$ cat src/rtl/sps_pkg.sv
// Purpose: shared constants for the system pin select block
// Assumes: master clock at 100 MHz, slow clock at 32768 Hz
// Notes:   select bit set means the line is a general port line
package sps_pkg;

    // ----------------------------------------------------------------
    // line map
    // ----------------------------------------------------------------
    localparam int          LINE_W     = 16;
    localparam logic [15:0] SEL_MASK   = 16'h1CF0;
    localparam logic [15:0] SEL_RESET  = 16'h0000;
    localparam int          BIT_TDI    = 4;
    localparam int          BIT_TDO    = 5;
    localparam int          BIT_TMS    = 6;
    localparam int          BIT_TCK    = 7;
    localparam int          BIT_DM     = 10;
    localparam int          BIT_DP     = 11;
    localparam int          BIT_WIPE   = 12;

    // ----------------------------------------------------------------
    // timing
    // ----------------------------------------------------------------
    localparam int MCLK_PERIOD_NS   = 10;
    localparam int SLOW_CLK_HZ      = 32768;
    localparam int IGNORE_MS        = 100;
    localparam int ACCEPT_MS        = 220;
    localparam int QUALIFY_MS       = 160;
    localparam int IGNORE_TICKS     = (IGNORE_MS * SLOW_CLK_HZ + 999) / 1000;
    localparam int QUALIFY_TICKS    = (QUALIFY_MS * SLOW_CLK_HZ + 999) / 1000;
    localparam int RST_PULSE_NS     = 1000;
    localparam int RST_PULSE_CYCLES = (RST_PULSE_NS + MCLK_PERIOD_NS - 1) / MCLK_PERIOD_NS;
    localparam int DEB_W            = 16;
    localparam int RST_CNT_W        = 8;

    // ----------------------------------------------------------------
    // debug form switching
    // ----------------------------------------------------------------
    localparam logic [15:0] SWITCH_TO_2W   = 16'hE79E;
    localparam logic [15:0] SWITCH_TO_JTAG = 16'hE73C;
    localparam logic [31:0] ERASED_WORD    = 32'hFFFF_FFFF;

    typedef enum logic [1:0]
    {
        SPS_FORM_JTAG = 2'b01,
        SPS_FORM_2W   = 2'b10
    } sps_form_type;

endpackage

$ cat src/rtl/sps_system_io_pin_select.sv
// Purpose: system-function versus port-line selection for shared pins,
//          debug port form, reset pin and wipe pin handling
// Assumes: all pin inputs synchronous to mclk; slow_clk sampled as a level
// Notes:   backup region has no reset output here and is never touched
//
// Overview of operation
// - after reset every shared pin is in its system function
// - select bits 12 wipe, 10/11 usb, 7..4 debug clock/mode/out/in
// - each port line has its own output value and enable
// - pad pull, trigger and filter settings apply in either mode
// - debug port starts in boundary chain form until switch sequence seen
// - trace output drives data-out pin only in two-wire form
// - boundary scan select high routes debug pins to boundary scan
// - test pin picks scan test or fast programming; low is normal
// - reset pin bidirectional: driven low by controller, external low resets
// - external reset hits core and peripherals, not backup region
// - any external pulse accepted; driven pulse has a guaranteed minimum
// - reset pin is an input after reset
// - qualified wipe returns flash and wiped bits to all ones
// - wipe pin debounced on slow clock; highs under 160 ms ignored
// - wipe pin in port mode never starts a wipe
`timescale 1ns/10ps
module sps_system_io_pin_select
#(
    parameter int           QUALIFY_TICKS    = sps_pkg::QUALIFY_TICKS,
    parameter int           RST_PULSE_CYCLES = sps_pkg::RST_PULSE_CYCLES,
    parameter logic [15:0]  SWITCH_SEQ_2W    = sps_pkg::SWITCH_TO_2W,
    parameter logic [15:0]  SWITCH_SEQ_JTAG  = sps_pkg::SWITCH_TO_JTAG
)
(
    input  wire logic               mclk,
    input  wire logic               reset_n,
    input  wire logic               slow_clk,
    // select bits
    input  wire logic               sel_load,
    input  wire logic [15:0]        sel_wdata,
    output logic [15:0]             sel_bits,
    // port controller side
    input  wire logic [15:0]        port_out_val,
    input  wire logic [15:0]        port_out_en,
    input  wire logic [15:0]        port_pull_en,
    input  wire logic [15:0]        port_schmitt_en,
    input  wire logic [15:0]        port_filter_en,
    output logic [15:0]             port_in_val,
    // pads
    input  wire logic [15:0]        pad_in,
    output logic [15:0]             pad_out,
    output logic [15:0]             pad_oe,
    output logic [15:0]             pad_pull_en,
    output logic [15:0]             pad_schmitt_en,
    output logic [15:0]             pad_filter_en,
    // debug core side
    output logic                    dbg_tck,
    output logic                    dbg_tms,
    output logic                    dbg_tdi,
    input  wire logic               dbg_tdo,
    input  wire logic               dbg_tdo_en,
    input  wire logic               dbg_swdio_out,
    input  wire logic               dbg_swdio_oe,
    input  wire logic               async_trace_data,
    input  wire logic               async_trace_en,
    output logic                    two_wire_active,
    // usb transceiver side
    input  wire logic               usb_dm_out,
    input  wire logic               usb_dp_out,
    input  wire logic               usb_drive_en,
    output logic                    usb_data_minus,
    output logic                    usb_data_plus,
    // test straps
    input  wire logic               boundary_scan_select,
    input  wire logic               factory_test_pin,
    input  wire logic               strap_pa0,
    input  wire logic               strap_pa1,
    output logic                    bscan_route,
    output logic                    mfg_test_mode,
    output logic                    fast_prog_mode,
    // reset pin
    input  wire logic               external_reset_pin_in,
    output logic                    external_reset_pin_out,
    output logic                    external_reset_pin_oe,
    input  wire logic               rstc_drive_req,
    output logic                    core_periph_reset_req,
    // flash wipe
    input  wire logic               flash_wipe_done,
    output logic                    flash_wipe_start,
    output logic                    flash_wipe_busy,
    output logic [31:0]             erased_fill_word
);

    // ----------------------------------------------------------------
    // select bits
    // ----------------------------------------------------------------
    logic [15:0] sel_ff;
    wire  [15:0] nxt_sel  = sel_load ? (sel_wdata & sps_pkg::SEL_MASK) : sel_ff;
    // lines without a system function are always port lines
    wire  [15:0] port_mode = sel_ff | ~sps_pkg::SEL_MASK;

    always_ff @(posedge mclk or negedge reset_n)
    begin
        if (!reset_n)
            sel_ff <= sps_pkg::SEL_RESET;
        else
            sel_ff <= nxt_sel;
    end
    assign sel_bits = sel_ff;

    // ----------------------------------------------------------------
    // debug form detection
    // ----------------------------------------------------------------
    logic                 tck_q_ff;
    logic [15:0]          seq_ff;
    sps_pkg::sps_form_type form_ff;
    sps_pkg::sps_form_type nxt_form;

    wire sys_tck  = pad_in[sps_pkg::BIT_TCK] & ~port_mode[sps_pkg::BIT_TCK];
    wire sys_tms  = pad_in[sps_pkg::BIT_TMS] & ~port_mode[sps_pkg::BIT_TMS];
    wire tck_rise = sys_tck & ~tck_q_ff;
    // sequence bits arrive least significant first
    wire [15:0] nxt_seq  = tck_rise ? {sys_tms, seq_ff[15:1]} : seq_ff;
    wire        hit_2w   = tck_rise && (nxt_seq == SWITCH_SEQ_2W);
    wire        hit_jtag = tck_rise && (nxt_seq == SWITCH_SEQ_JTAG);

    always_comb
    begin
        case (form_ff)
            sps_pkg::SPS_FORM_JTAG:
                nxt_form = hit_2w ? sps_pkg::SPS_FORM_2W : sps_pkg::SPS_FORM_JTAG;
            sps_pkg::SPS_FORM_2W:
                nxt_form = hit_jtag ? sps_pkg::SPS_FORM_JTAG : sps_pkg::SPS_FORM_2W;
            default:
                nxt_form = sps_pkg::SPS_FORM_JTAG;
        endcase
    end

    always_ff @(posedge mclk or negedge reset_n)
    begin
        if (!reset_n)
        begin
            tck_q_ff <= 1'b0;
            seq_ff   <= '0;
            form_ff  <= sps_pkg::SPS_FORM_JTAG;
        end
        else
        begin
            tck_q_ff <= sys_tck;
            seq_ff   <= nxt_seq;
            form_ff  <= nxt_form;
        end
    end

    wire in_2w = (form_ff == sps_pkg::SPS_FORM_2W);
    assign two_wire_active = in_2w;

    // ----------------------------------------------------------------
    // pad multiplexing
    // ----------------------------------------------------------------
    wire sys_out_5 = in_2w ? async_trace_data : dbg_tdo;
    wire sys_oe_5  = in_2w ? async_trace_en   : dbg_tdo_en;
    wire sys_oe_6  = in_2w & dbg_swdio_oe;

    logic [15:0] sys_out;
    logic [15:0] sys_oe;
    always_comb
    begin
        sys_out                    = '0;
        sys_oe                     = '0;
        sys_out[sps_pkg::BIT_TDO]  = sys_out_5;
        sys_oe[sps_pkg::BIT_TDO]   = sys_oe_5;
        sys_out[sps_pkg::BIT_TMS]  = dbg_swdio_out;
        sys_oe[sps_pkg::BIT_TMS]   = sys_oe_6;
        sys_out[sps_pkg::BIT_DM]   = usb_dm_out;
        sys_oe[sps_pkg::BIT_DM]    = usb_drive_en;
        sys_out[sps_pkg::BIT_DP]   = usb_dp_out;
        sys_oe[sps_pkg::BIT_DP]    = usb_drive_en;
    end

    // per-line choice between port controller and system function
    wire [15:0] nxt_pad_out = (port_mode & port_out_val) | (~port_mode & sys_out);
    wire [15:0] nxt_pad_oe  = (port_mode & port_out_en)  | (~port_mode & sys_oe);

    logic [15:0] pad_out_ff;
    logic [15:0] pad_oe_ff;
    always_ff @(posedge mclk or negedge reset_n)
    begin
        if (!reset_n)
        begin
            pad_out_ff <= '0;
            pad_oe_ff  <= '0;
        end
        else
        begin
            pad_out_ff <= nxt_pad_out;
            pad_oe_ff  <= nxt_pad_oe;
        end
    end
    assign pad_out = pad_out_ff;
    assign pad_oe  = pad_oe_ff;

    // pad conditioning follows the port controller in both modes
    assign pad_pull_en    = port_pull_en;
    assign pad_schmitt_en = port_schmitt_en;
    assign pad_filter_en  = port_filter_en;

    assign port_in_val    = pad_in & port_mode;
    assign dbg_tck        = sys_tck;
    assign dbg_tms        = sys_tms;
    assign dbg_tdi        = pad_in[sps_pkg::BIT_TDI] & ~port_mode[sps_pkg::BIT_TDI];
    assign usb_data_minus = pad_in[sps_pkg::BIT_DM] & ~port_mode[sps_pkg::BIT_DM];
    assign usb_data_plus  = pad_in[sps_pkg::BIT_DP] & ~port_mode[sps_pkg::BIT_DP];

    // ----------------------------------------------------------------
    // test straps
    // ----------------------------------------------------------------
    assign bscan_route    = boundary_scan_select;
    assign fast_prog_mode = factory_test_pin & ~strap_pa0 & ~strap_pa1;
    assign mfg_test_mode  = factory_test_pin & ~fast_prog_mode;

    // ----------------------------------------------------------------
    // reset pin
    // ----------------------------------------------------------------
    logic [sps_pkg::RST_CNT_W-1:0] rst_cnt_ff;
    logic                          core_rst_ff;
    wire  driving = (rst_cnt_ff != '0);
    wire  [sps_pkg::RST_CNT_W-1:0] nxt_rst_cnt =
        rstc_drive_req ? sps_pkg::RST_CNT_W'(RST_PULSE_CYCLES) :
        (driving ? rst_cnt_ff - 1'b1 : rst_cnt_ff);

    always_ff @(posedge mclk or negedge reset_n)
    begin
        if (!reset_n)
        begin
            rst_cnt_ff  <= '0;
            core_rst_ff <= 1'b0;
        end
        else
        begin
            rst_cnt_ff  <= nxt_rst_cnt;
            core_rst_ff <= ~external_reset_pin_in;
        end
    end
    assign external_reset_pin_oe  = driving;
    assign external_reset_pin_out = 1'b0;
    // only core and peripherals take this request, never the backup region
    assign core_periph_reset_req  = core_rst_ff;

    // ----------------------------------------------------------------
    // flash wipe
    // ----------------------------------------------------------------
    logic slow_q_ff;
    logic wipe_start_ff;
    logic wipe_busy_ff;
    logic wipe_qual;
    wire  slow_tick  = slow_clk & ~slow_q_ff;
    wire  wipe_level = pad_in[sps_pkg::BIT_WIPE] & ~port_mode[sps_pkg::BIT_WIPE];

    sps_wipe_debounce #(
        .QUALIFY_TICKS (QUALIFY_TICKS)
    ) u_debounce (
        .mclk      (mclk),
        .reset_n   (reset_n),
        .slow_tick (slow_tick),
        .level     (wipe_level),
        .qualified (wipe_qual),
        .count     ()
    );

    wire nxt_busy = wipe_qual | (wipe_busy_ff & ~flash_wipe_done);

    always_ff @(posedge mclk or negedge reset_n)
    begin
        if (!reset_n)
        begin
            slow_q_ff     <= 1'b0;
            wipe_start_ff <= 1'b0;
            wipe_busy_ff  <= 1'b0;
        end
        else
        begin
            slow_q_ff     <= slow_clk;
            wipe_start_ff <= wipe_qual & ~wipe_busy_ff;
            wipe_busy_ff  <= nxt_busy;
        end
    end
    assign flash_wipe_start = wipe_start_ff;
    assign flash_wipe_busy  = wipe_busy_ff;
    assign erased_fill_word = sps_pkg::ERASED_WORD;
endmodule // sps_system_io_pin_select

$ cat src/rtl/sps_wipe_debounce.sv
// Purpose: slow-clock debounce and qualification of the wipe pin level
// Assumes: slow_tick is a one-cycle pulse per slow clock period
// Notes:   counter restarts on any low sample, fires once per high period
`timescale 1ns/10ps
module sps_wipe_debounce
#(
    parameter int QUALIFY_TICKS = sps_pkg::QUALIFY_TICKS
)
(
    input  wire logic                      mclk,
    input  wire logic                      reset_n,
    input  wire logic                      slow_tick,
    input  wire logic                      level,
    output logic                           qualified,
    output logic [sps_pkg::DEB_W-1:0]      count
);

    localparam logic [sps_pkg::DEB_W-1:0] LAST = sps_pkg::DEB_W'(QUALIFY_TICKS - 1);
    localparam logic [sps_pkg::DEB_W-1:0] FULL = sps_pkg::DEB_W'(QUALIFY_TICKS);

    logic [sps_pkg::DEB_W-1:0] count_ff;
    logic [sps_pkg::DEB_W-1:0] nxt_count;
    logic                      qual_ff;
    wire                       step = slow_tick && (count_ff != FULL);

    // restart on low, count slow ticks while high, saturate at threshold
    assign nxt_count = !level ? '0 : (step ? count_ff + 1'b1 : count_ff);

    always_ff @(posedge mclk or negedge reset_n)
    begin
        if (!reset_n)
        begin
            count_ff <= '0;
            qual_ff  <= 1'b0;
        end
        else
        begin
            count_ff <= nxt_count;
            qual_ff  <= level && slow_tick && (count_ff == LAST);
        end
    end

    assign qualified = qual_ff;
    assign count     = count_ff;
endmodule // sps_wipe_debounce

$ cat config.mk
export PLATFORM = sky130hd
export DESIGN_NAME = sps_system_io_pin_select
export DESIGN_NICKNAME = d
export VERILOG_FILES = /design/src/rtl/sps_pkg.sv /design/src/rtl/sps_system_io_pin_select.sv /design/src/rtl/sps_wipe_debounce.sv
export SDC_FILE = /design/constraint.sdc
export NUM_CORES = 1
export LEC_CHECK = 0
export BUFFER_PORTS_ARGS = -buffer_cell sky130_fd_sc_hd__buf_2
export CAP_MARGIN = 5
export CORE_AREA = 4 4 111 113
export CTS_BUF_LIST = sky130_fd_sc_hd__clkbuf_2 sky130_fd_sc_hd__clkbuf_4 sky130_fd_sc_hd__clkbuf_8
export DETAILED_ROUTE_END_ITERATION = 7
export DIE_AREA = 0 0 115 117
export PLACE_DENSITY = 0.74
export SETUP_SLACK_MARGIN = 0.15
export SLEW_MARGIN = 20
export SYNTH_ARGS = -nofsm -noshare
export SYNTH_HDL_FRONTEND = slang
export SYNTH_SLANG_ARGS = --single-unit
$ cat constraint.sdc
create_clock -name mclk -period 6.1 [get_ports mclk]
set_clock_uncertainty 0.05 [all_clocks]
set_input_delay 0.305 -clock mclk [delete_from_list [all_inputs] [get_ports mclk]]
set_output_delay 0.305 -clock mclk [all_outputs]
set_load 0.01 [all_outputs]
; Word-level counts from Yosys, hierarchy flattened
; Index checks and enable logic that the tools add are counted.
[totals]
out_inout_bits = 158
elab_cells = 76
register_bits = 87
in_bits = 132
[op_classes]
n_bitwise = 37
add_sub_neg = 2
n_mux = 10
n_eq_ne = 7
reduce_logical = 7
[ops]
columns = cell, count
row1 = $and A16 B16 Y16, 3
row2 = $mux W16, 3
row3 = $and A16 B12 Y16, 2
row4 = $eq A16 B16 Y1 const B, 2
row5 = $or A16 B16 Y16, 2
row6 = $add A16 B1 Y16 const B, 1
row7 = $eq A16 B13 Y1 const B, 1
row8 = $mux W8, 2
row9 = $ne A16 B13 Y1 const B, 1
row10 = $not A16 Y16, 1
row11 = $and A1 B1 Y1, 14
row12 = $not A1 Y1, 14
row13 = $reduce_bool A8 Y1, 1
row14 = $sub A8 B1 Y8 const B, 1
row15 = $logic_and A1 B1 Y1, 5
row16 = $mux W2, 2
row17 = $pmux W2 S2, 1
row18 = $eq A2 B1 Y1 const B, 1
row19 = $eq A2 B2 Y1 const B, 1
row20 = $mux W1, 2
row21 = $ne A2 B2 Y1 const B, 1
row22 = $reduce_bool A2 Y1, 1
row23 = $or A1 B1 Y1, 1

; Logic depth before layout (Yosys ltp)
; Gate-level depths: netlist (run 1).
[logic_depth]
ltp_word = 8
mapped_depth = 7

; Modules after synthesis
; A second synthesis (run 1) with hierarchy kept.
[hier_totals]
hier_cells = 388
area_unflattened_um2 = 4317.9
[modules_own_cells]
columns = mod, cells_each, area_each_um2, instances, seq_area_each_um2
row1 = sps_system_io_pin_select, 289, 3375.7, 1, 1727.9
row2 = sps_wipe_debounce, 99, 942.2, 1, 425.4

; Worst setup path after synthesis (run 1)
; Ideal clock, no wire load.
[synth_timing]
path_type = flip-flop to flip-flop
start = register rst_cnt_ff[0] in the netlist's numbering
end = register rst_cnt_ff[5] in the netlist's numbering
t_arrival_ns = 1.861
synth_period_minus_slack_ns = 1.991
required_time_ns = 5.971
setup_slack_ns = 4.109
setup_ns = 0.079
path_stages_with_launch = 8
cell_sequence = dfrtp_1 > inv_1 > ha_1 > or3b_1 > or3_1 > clkbuf_1 > nand3b_1 > mux2i_1
[synth_lines]
columns = element, line
row1 = "start, declared", sps_system_io_pin_select.sv:221  ; logic [sps_pkg::RST_CNT_W-1:0] rst_cnt_ff;
row2 = "start signal, assigned", sps_system_io_pin_select.sv:237  ; rst_cnt_ff <= nxt_rst_cnt;
row3 = $reduce_bool A8 Y1, sps_system_io_pin_select.sv:223  ; wire driving = (rst_cnt_ff != '0);
row4 = via external_reset_pin_oe, sps_system_io_pin_select.sv:80  ; output logic external_reset_pin_oe,
row5 = $reduce_bool A2 Y1 (no line), n/a
; The timed path passes the listed nets, and every way through them passes these cells. The select of a mux whose other input is x is not followed.
; A chain may end at the register's enable or synchronous reset.

; Worst setup path after layout (run 1)
[layout_timing]
start = register rst_cnt_ff[0] in the netlist's numbering
end = output port external_reset_pin_oe
[layout_between]
elab_chain_cells = 1
[layout_rtl]
columns = element, line
row1 = $reduce_bool A8 Y1, sps_system_io_pin_select.sv:223
row2 = "end, declared", sps_system_io_pin_select.sv:80
; No other way between the ends.

==> impl_metrics.py, run 1 <==
metrics = {
    "synthesis": {
        "synthCells": 391,
        "ys_ff_latch": 86,
        "syn_area_sq_um": 4268,
        "avgSynthCellArea_sq_um": 10.92,
        "yosys_warnings": 0,
        "synth.largest_area_cell": "dfrtp_1",
        "synth_top_area_share_pct": 49.84,
        "async_flop_share_pct": 100.0,
        "yosysSeqAreaShare_pct": 50.45,
        "synthFlopType": "dfrtp_1",
        "synth_area_leaders": "dfrtp_1 50%, buf_4 18%, mux2_2 6.9%",
        "yosysUniqueCellTypes": 46,
        "synth_edf_count": 0,
    },
    "die": {
        "io_pins": 290,
        "rows": 39,
        "dieArea_sq_um": 13460,
        "die_w_microns": 115,
        "die_h_microns": 117,
        "start_util_pct": 37.70,
        "core_area_sq_um": 11320,
    },
    "drt": {
        "ant_nets": 0,
        "via_per_inst": 4.565,
        "via_count": 2858,
        "drc": 0,
        "wl_per_cell_microns": 14.17,
        "drt_iter0_drc": 72,
        "wl_mm": 8.873,
        "first_pass_iters": 4,
    },
    "timing": {
        "finalCritPeriodShare_pct": 41.45,
        "finalMaxSlewViolations": 0,
        "fin_setup_tns_ns": 0,
        "layout_min_cycle_time_ns": 2.529,
        "fmax_mhz": 395.5,
        "slew_headroom_pct": 47.45,
        "hold_viol": 0,
        "setup_viol": 0,
        "worst_pin_slew_ns": 0.7883,
        "rsz0062_at_grt": "false",
    },
    "final_layout": {
        "area_growth_pct": 14.22,
        "fillers": 1069,
        "n_antenna_cell": 0,
        "fin_nets": 615,
        "fin_cells": 626,
        "drive_gt1_share_pct": 35.20,
    },
    "worst_hold_path": {
        "hold_path_class": "in2reg",
    },
    "clock_network": {
        "numClockSinks": 86,
        "clock_latency_ns": 0.36,
        "cts_resized": 0,
        "cts_setup_buffers": 0,
        "root_buffer": "clkbuf_8",
        "cts-htree-levels": 3,
        "cts_max_path_buffers": 2,
        "cts_made_buffers": 9,
        "cts_tree": "yes",
        "clk_pin_slew_ns": 0.08,
    },
    "global_route": {
        "antenna_found_initial": 0,
        "grt.overflow.total": 0,
        "grt_pass1_vias": 2909,
        "grt_max_degree": 87,
        "grt_util_all_layers_pct": 13.33,
        "grt_pass1_wl_mm": 13.89,
    },
    "pwr": {
        "pwr-share-clk_pct": 33.8,
        "p_int_mw": 0.9877,
        "p_sw_mw": 0.3316,
        "leakage_nw": 2.412,
        "switching_share_pct": 25.13,
        "combPwrFrac_pct": 14.6,
        "ir_worst_vdd_uv": 173.5,
        "seq_power_share_pct": 51.6,
        "p_per_area_nw_per_um2": 270.6,
    },
    "critical_path": {
        "cp.arrival_ns": 2.17,
        "worstPathCellList": "inv_1 -> ha_1 -> or3b_1 -> or3_1 -> buf_2",
        "worst_path_max_delay_cell": "or3_1",
        "required_ns": 5.74,
        "crit_type": "reg2out",
        "crit_path_end_kind": "primary output",
        "critPathMaxStageDelay_ns": 0.51,
        "crit_path_start_kind": "register",
        "path_max_fanout": 8,
    },
    "status": {
        "status": "complete, no violations",
    },
    "placed_design": {
        "gp_congestion": 0.7909,
        "dp_hpwl_mm": 6.435,
        "portBuffers": 122,
        "placed_cells": 589,
    },
    "job": {
        "maxCapViolCount": 0,
    },
}
[stage by stage]
step	area, sq um	setup slack, ns	utilization [%]	hold slack [ns]	power, mW
after floorplan	4418	4.109	-	-0.04059	0.8500
after global placement	4432	3.972	39.15	0.3635	0.8666
after detailed placement	4432	3.898	39.15	0.3647	0.8779
after CTS	4845	3.518	42.79	0.005088	1.341
after global routing	4875	3.440	43.06	0.08919	1.398
final	4875	3.571	43.06	0.1052	1.319
[power groups by stage]
stage	Sequential (mW)	Clock, mW	Combinational [mW]
after floorplan	0.690	0	0.160
after global placement	0.689	0	0.178
after detailed placement	0.695	0	0.183
after CTS	0.682	0.465	0.194
after global routing	0.692	0.489	0.217
final	0.681	0.446	0.193
[registers in the layout, summed over array words and instances, names as in the netlist]
register               cells
pad_oe                    16
pad_out                   16
u_debounce.count          16
seq_ff                    15
rst_cnt_ff                 8
sel_bits                   7
form_ff                    2
core_periph_reset_req      1
flash_wipe_busy            1
flash_wipe_start           1
slow_q_ff                  1
tck_q_ff                   1
u_debounce.qualified       1
[layout make-up]
cell class                      count  area (sq um)  area share [%]
Tap cell                          143         178.9           3.670
Clock inverter                      4         70.07           1.437
Multi-Input combinational cell    223          1436           29.47
Inverter                           15         56.30           1.155
Clock buffer                       12         152.6           3.131
Sequential cell                    86          2153           44.17
Timing Repair Buffer              143         827.0           16.97
[final timing paths]
kind                                           start               endpoint  slack (ns)  cells past startpoint
min in group asynchronous                    reset_n    u_debounce.count[1]        0.48                      2
worst min-delay path                  port_out_en[6]              pad_oe[6]        0.11                      3
max in group asynchronous                    reset_n             seq_ff[14]        4.95                      2
worst max-delay path                   rst_cnt_ff[0]  external_reset_pin_oe        3.57                      5
worst max register to register             slow_q_ff   u_debounce.count[15]        3.98                      4
worst min register to register  u_debounce.qualified        flash_wipe_busy        0.42                      1
[logic make-up (layout without fill, tap and decap cells)]
| kind of cell | count (synthesis) | count (layout) | synth area share (%) |
|---|---|---|---|
| compound gates | 32 | 32 | 4.456 |
| xor+xnor | 7 | 7 | 1.437 |
| fa+ha+maj | 5 | 5 | 1.466 |
| buf+inv | 122 | 174 | 19.55 |
| flops | 86 | 86 | 50.45 |
| mux | 32 | 32 | 8.267 |
| other cells | 2 | 42 | 0.1760 |
| simple gates | 105 | 105 | 14.19 |
[layer usage]
metal  vias up  GRT usage [%]  share of wire, %
met3        35          5.450               9.6
met5         -              0                 0
li1       1335              -                 -
met4         0          6.808               2.8
met2       135          22.42                51
met1      1353          14.54                37
[placed cells by master, fill, tap and decap left out, types with 5 or more instances in the layout]
cell           netlist  layout
nor2b_1             11      11
dfrtp_1             85      85
nand2_1             19      19
dlygate4sd3_1        0      21
nor2_1              15      15
xnor2_1              7       7
inv_1               15      15
clkbuf_8             0      10
ha_1                 5       5
o21ai_0             12      12
nor3_1               6       6
buf_2                1     121
nand3_1              5       5
a21oi_1             10      10
mux2_2              26      26
or3_1                7       7
mux2i_1              6       6
and2_1              14      14
conb_1               2      42
[repair_timing]
| action | 4_1_cts | 5_1_grt |
|---|---|---|
| setup endpoints to repair | 0 | 0 |
| hold buffers | 19 | 2 |
| hold endpoints to repair | 19 | 6 |
[worst max-delay path, delay by kind of cell, from the launching register on]
| kind | cells | cell delay, ns |
|---|---|---|
| and+or+nand+nor | 2 | 0.94 |
| DFF | 1 | 0.42 |
| buffers and inverters | 2 | 0.27 |
| adders and majority gates | 1 | 0.18 |
[Yosys cell counts (2+ instances only)]
cell type  number
a211oi_1        2
a21oi_1        10
and2_1         14
and3_1          2
and4_1          2
buf_4         100
clkbuf_1        5
conb_1          2
dfrtp_1        85
ha_1            5
inv_1          15
mux2_2         26
mux2i_1         6
nand2_1        19
nand2b_1        3
nand3_1         5
nand3b_1        2
nand4_1         3
nor2_1         15
nor2b_1        11
nor3_1          6
nor4_1          3
nor4bb_1        3
o21ai_0        12
o31ai_1         2
or3_1           7
xnor2_1         7
(Power assumes the default switching activity.)
==> run 2: changes to the inputs <==
==> constraint.sdc (replaced) <==
create_clock -name mclk -period 2.5 [get_ports mclk]
set_clock_uncertainty 0.05 [all_clocks]
set_input_delay 0.125 -clock mclk [delete_from_list [all_inputs] [get_ports mclk]]
set_output_delay 0.125 -clock mclk [all_outputs]
set_load 0.01 [all_outputs]
==> run 2 against run 1 <==
  * Combinational power grew to 2.7 times the previous value
  * Critical endpoint unchanged
  * Die area stayed put
  * Via count is 5.0% higher
  * Critical path depth stayed put
  * Flip-flop and latch count stayed put
==> impl_metrics.py, run 2 (synthesized netlist as in run 1, its figures left out) <==
metrics = {
    "status": {
        "status": "complete, no violations",
    },
    "placed_design": {
        "gp_congestion": 0.7735,
        "placed_area_sq_um": 4459,
        "portBuffers": 122,
        "dp_hpwl_mm": 6.474,
    },
    "global_route": {
        "grt.overflow.total": 0,
        "grt_pass1_vias": 3140,
        "grt_pass1_wl_mm": 14.92,
        "antenna_found_initial": 0,
        "grt_util_all_layers_pct": 14.35,
        "grt_max_degree": 48,
    },
    "timing": {
        "fmax_mhz": 443.7,
        "worst_pin_slew_ns": 0.5557,
        "rsz0062_at_grt": "false",
        "layout_min_cycle_time_ns": 2.254,
        "hold_viol": 0,
        "finalMaxSlewViolations": 0,
        "finalCritPeriodShare_pct": 90.16,
        "fin_setup_tns_ns": 0,
        "slew_headroom_pct": 62.61,
        "setup_viol": 0,
    },
    "pwr": {
        "ir_worst_vdd_uv": 406.6,
        "leakage_nw": 2.545,
        "p_per_area_nw_per_um2": 614.6,
    },
    "critical_path": {
        "crit_type": "reg2out",
        "critPathMaxStageDelay_ns": 0.44,
        "crit_path_end_kind": "primary output",
        "worst-path-buf-inv": 2,
        "required_ns": 2.33,
        "critical-path-top-delay-family": "simple AND/OR/NAND/NOR gates",
        "worstPathCellList": "inv_1 -> ha_1 -> or3b_1 -> or3_4 -> buf_2",
        "cp.arrival_ns": 2.08,
        "worst_path_max_delay_cell": "or3b_1",
        "crit_path_start_kind": "register",
        "path_max_fanout": 8,
    },
    "job": {
        "maxCapViolCount": 0,
    },
    "clock_network": {
        "numClockSinks": 86,
        "clk_pin_slew_ns": 0.09,
        "cts-htree-levels": 3,
        "root_buffer": "clkbuf_8",
        "clock_latency_ns": 0.36,
        "cts_max_path_buffers": 2,
        "cts_made_buffers": 9,
        "cts_setup_buffers": 0,
        "cts_tree": "yes",
    },
    "die": {
        "rows": 39,
        "core_area_sq_um": 11320,
        "start_util_pct": 37.70,
        "die_h_microns": 117,
        "io_pins": 290,
        "dieArea_sq_um": 13460,
        "die_w_microns": 115,
    },
    "drt": {
        "wl_per_cell_microns": 14.09,
        "wl_mm": 9.286,
        "via_count": 3001,
        "via_per_inst": 4.554,
        "drt_iter0_drc": 75,
        "ant_nets": 0,
        "first_pass_iters": 4,
        "drc": 0,
    },
    "final_layout": {
        "fillers": 1049,
        "area_growth_pct": 21.69,
        "n_antenna_cell": 0,
        "fin_nets": 648,
        "design_area_sq_um": 5194,
        "final_common_cell": "buf_2",
        "drive_gt1_share_pct": 33.53,
        "final_cell_mix": "121 x buf_2, 85 x dfrtp_1, 52 x dlygate4sd3_1, 42 x conb_1, 26 x mux2_2",
    },
    "worst_hold_path": {
        "hold_path_class": "in2reg",
    },
}
run 2: cell count changes in the layout (fill, tap and decap cells not counted), sizes merged:
| cell | previous run | this run |
|---|---|---|
| dlygate4sd3 | 21 | 52 |
| buf | 122 | 124 |
| bufinv | 2 | 1 |
| clkbuf | 12 | 13 |
| clkinv | 2 | 1 |
| clkinvlp | 0 | 1 |
run 2: worst paths after layout:
check | start | endpoint | slack, ns | depth (start not counted)
worst max-delay path | rst_cnt_ff[0] | external_reset_pin_oe | 0.25 | 5
worst min-delay path | dbg_tdo_en | pad_oe[5] | 0.02 | 3
worst max register to register | slow_q_ff | u_debounce.count[15] | 0.41 | 4
worst min register to register | flash_wipe_busy | flash_wipe_start | 0.41 | 1
max in group asynchronous | reset_n | form_ff[0] | 1.49 | 3
min in group asynchronous | reset_n | sel_bits[7] | 0.23 | 2
run 2: tightest hold or removal path: stages:
cell and delay, ns:
buf_2 0.07, mux2i_1 0.05, o21ai_0 0.15
run 2: repair_timing:
action | 4_1_cts | 5_1_grt
setup endpoints to repair | 1 | 0
gates resized for setup | 1 | 0
hold buffers | 52 | 0
endpoints found under the hold margin | 87 | 0
run 2: per-stage QoR:
stage | hold WS [ns] | std cells | util (%) | setup slack (ns) | total power, mW
after floorplan | -0.2206 | 431 | - | 0.5092 | 2.074
after global placement | 0.07355 | 591 | 39.39 | 0.5105 | 2.122
after detailed placement | 0.08392 | 591 | 39.39 | 0.3957 | 2.145
after CTS | 0.00006362 | 659 | 45.88 | 0.2167 | 3.253
after global routing | 0.02884 | 659 | 45.88 | 0.1516 | 3.392
final | 0.02163 | 659 | 45.88 | 0.2461 | 3.192
run 2: area by class of cell:
type,count,area (sq um),area share [%]
multi-input combinational,223,1435,27.63
clock inverter,3,42.54,0.8191
timing repair buffer,176,1161,22.36
inverter,15,56.30,1.084
sequential,86,2153,41.46
tap,143,178.9,3.445
clock buffer,13,166.4,3.204
run 2: routing by layer:
layer	global-route usage (%)	share of wire (%)	up-vias
met3	5.656	8.9	38
met5	0	0	-
met2	25.77	52	139
li1	-	-	1399
met1	14.51	36	1425
met4	7.042	2.9	0
run 2: power by group:
group	total [mW]	switching (mW)	internal, mW
Combinational	0.520	0.230	0.290
Clock	1.01	0.468	0.537
Sequential	1.67	0.115	1.55
Total	3.19	0.813	2.38
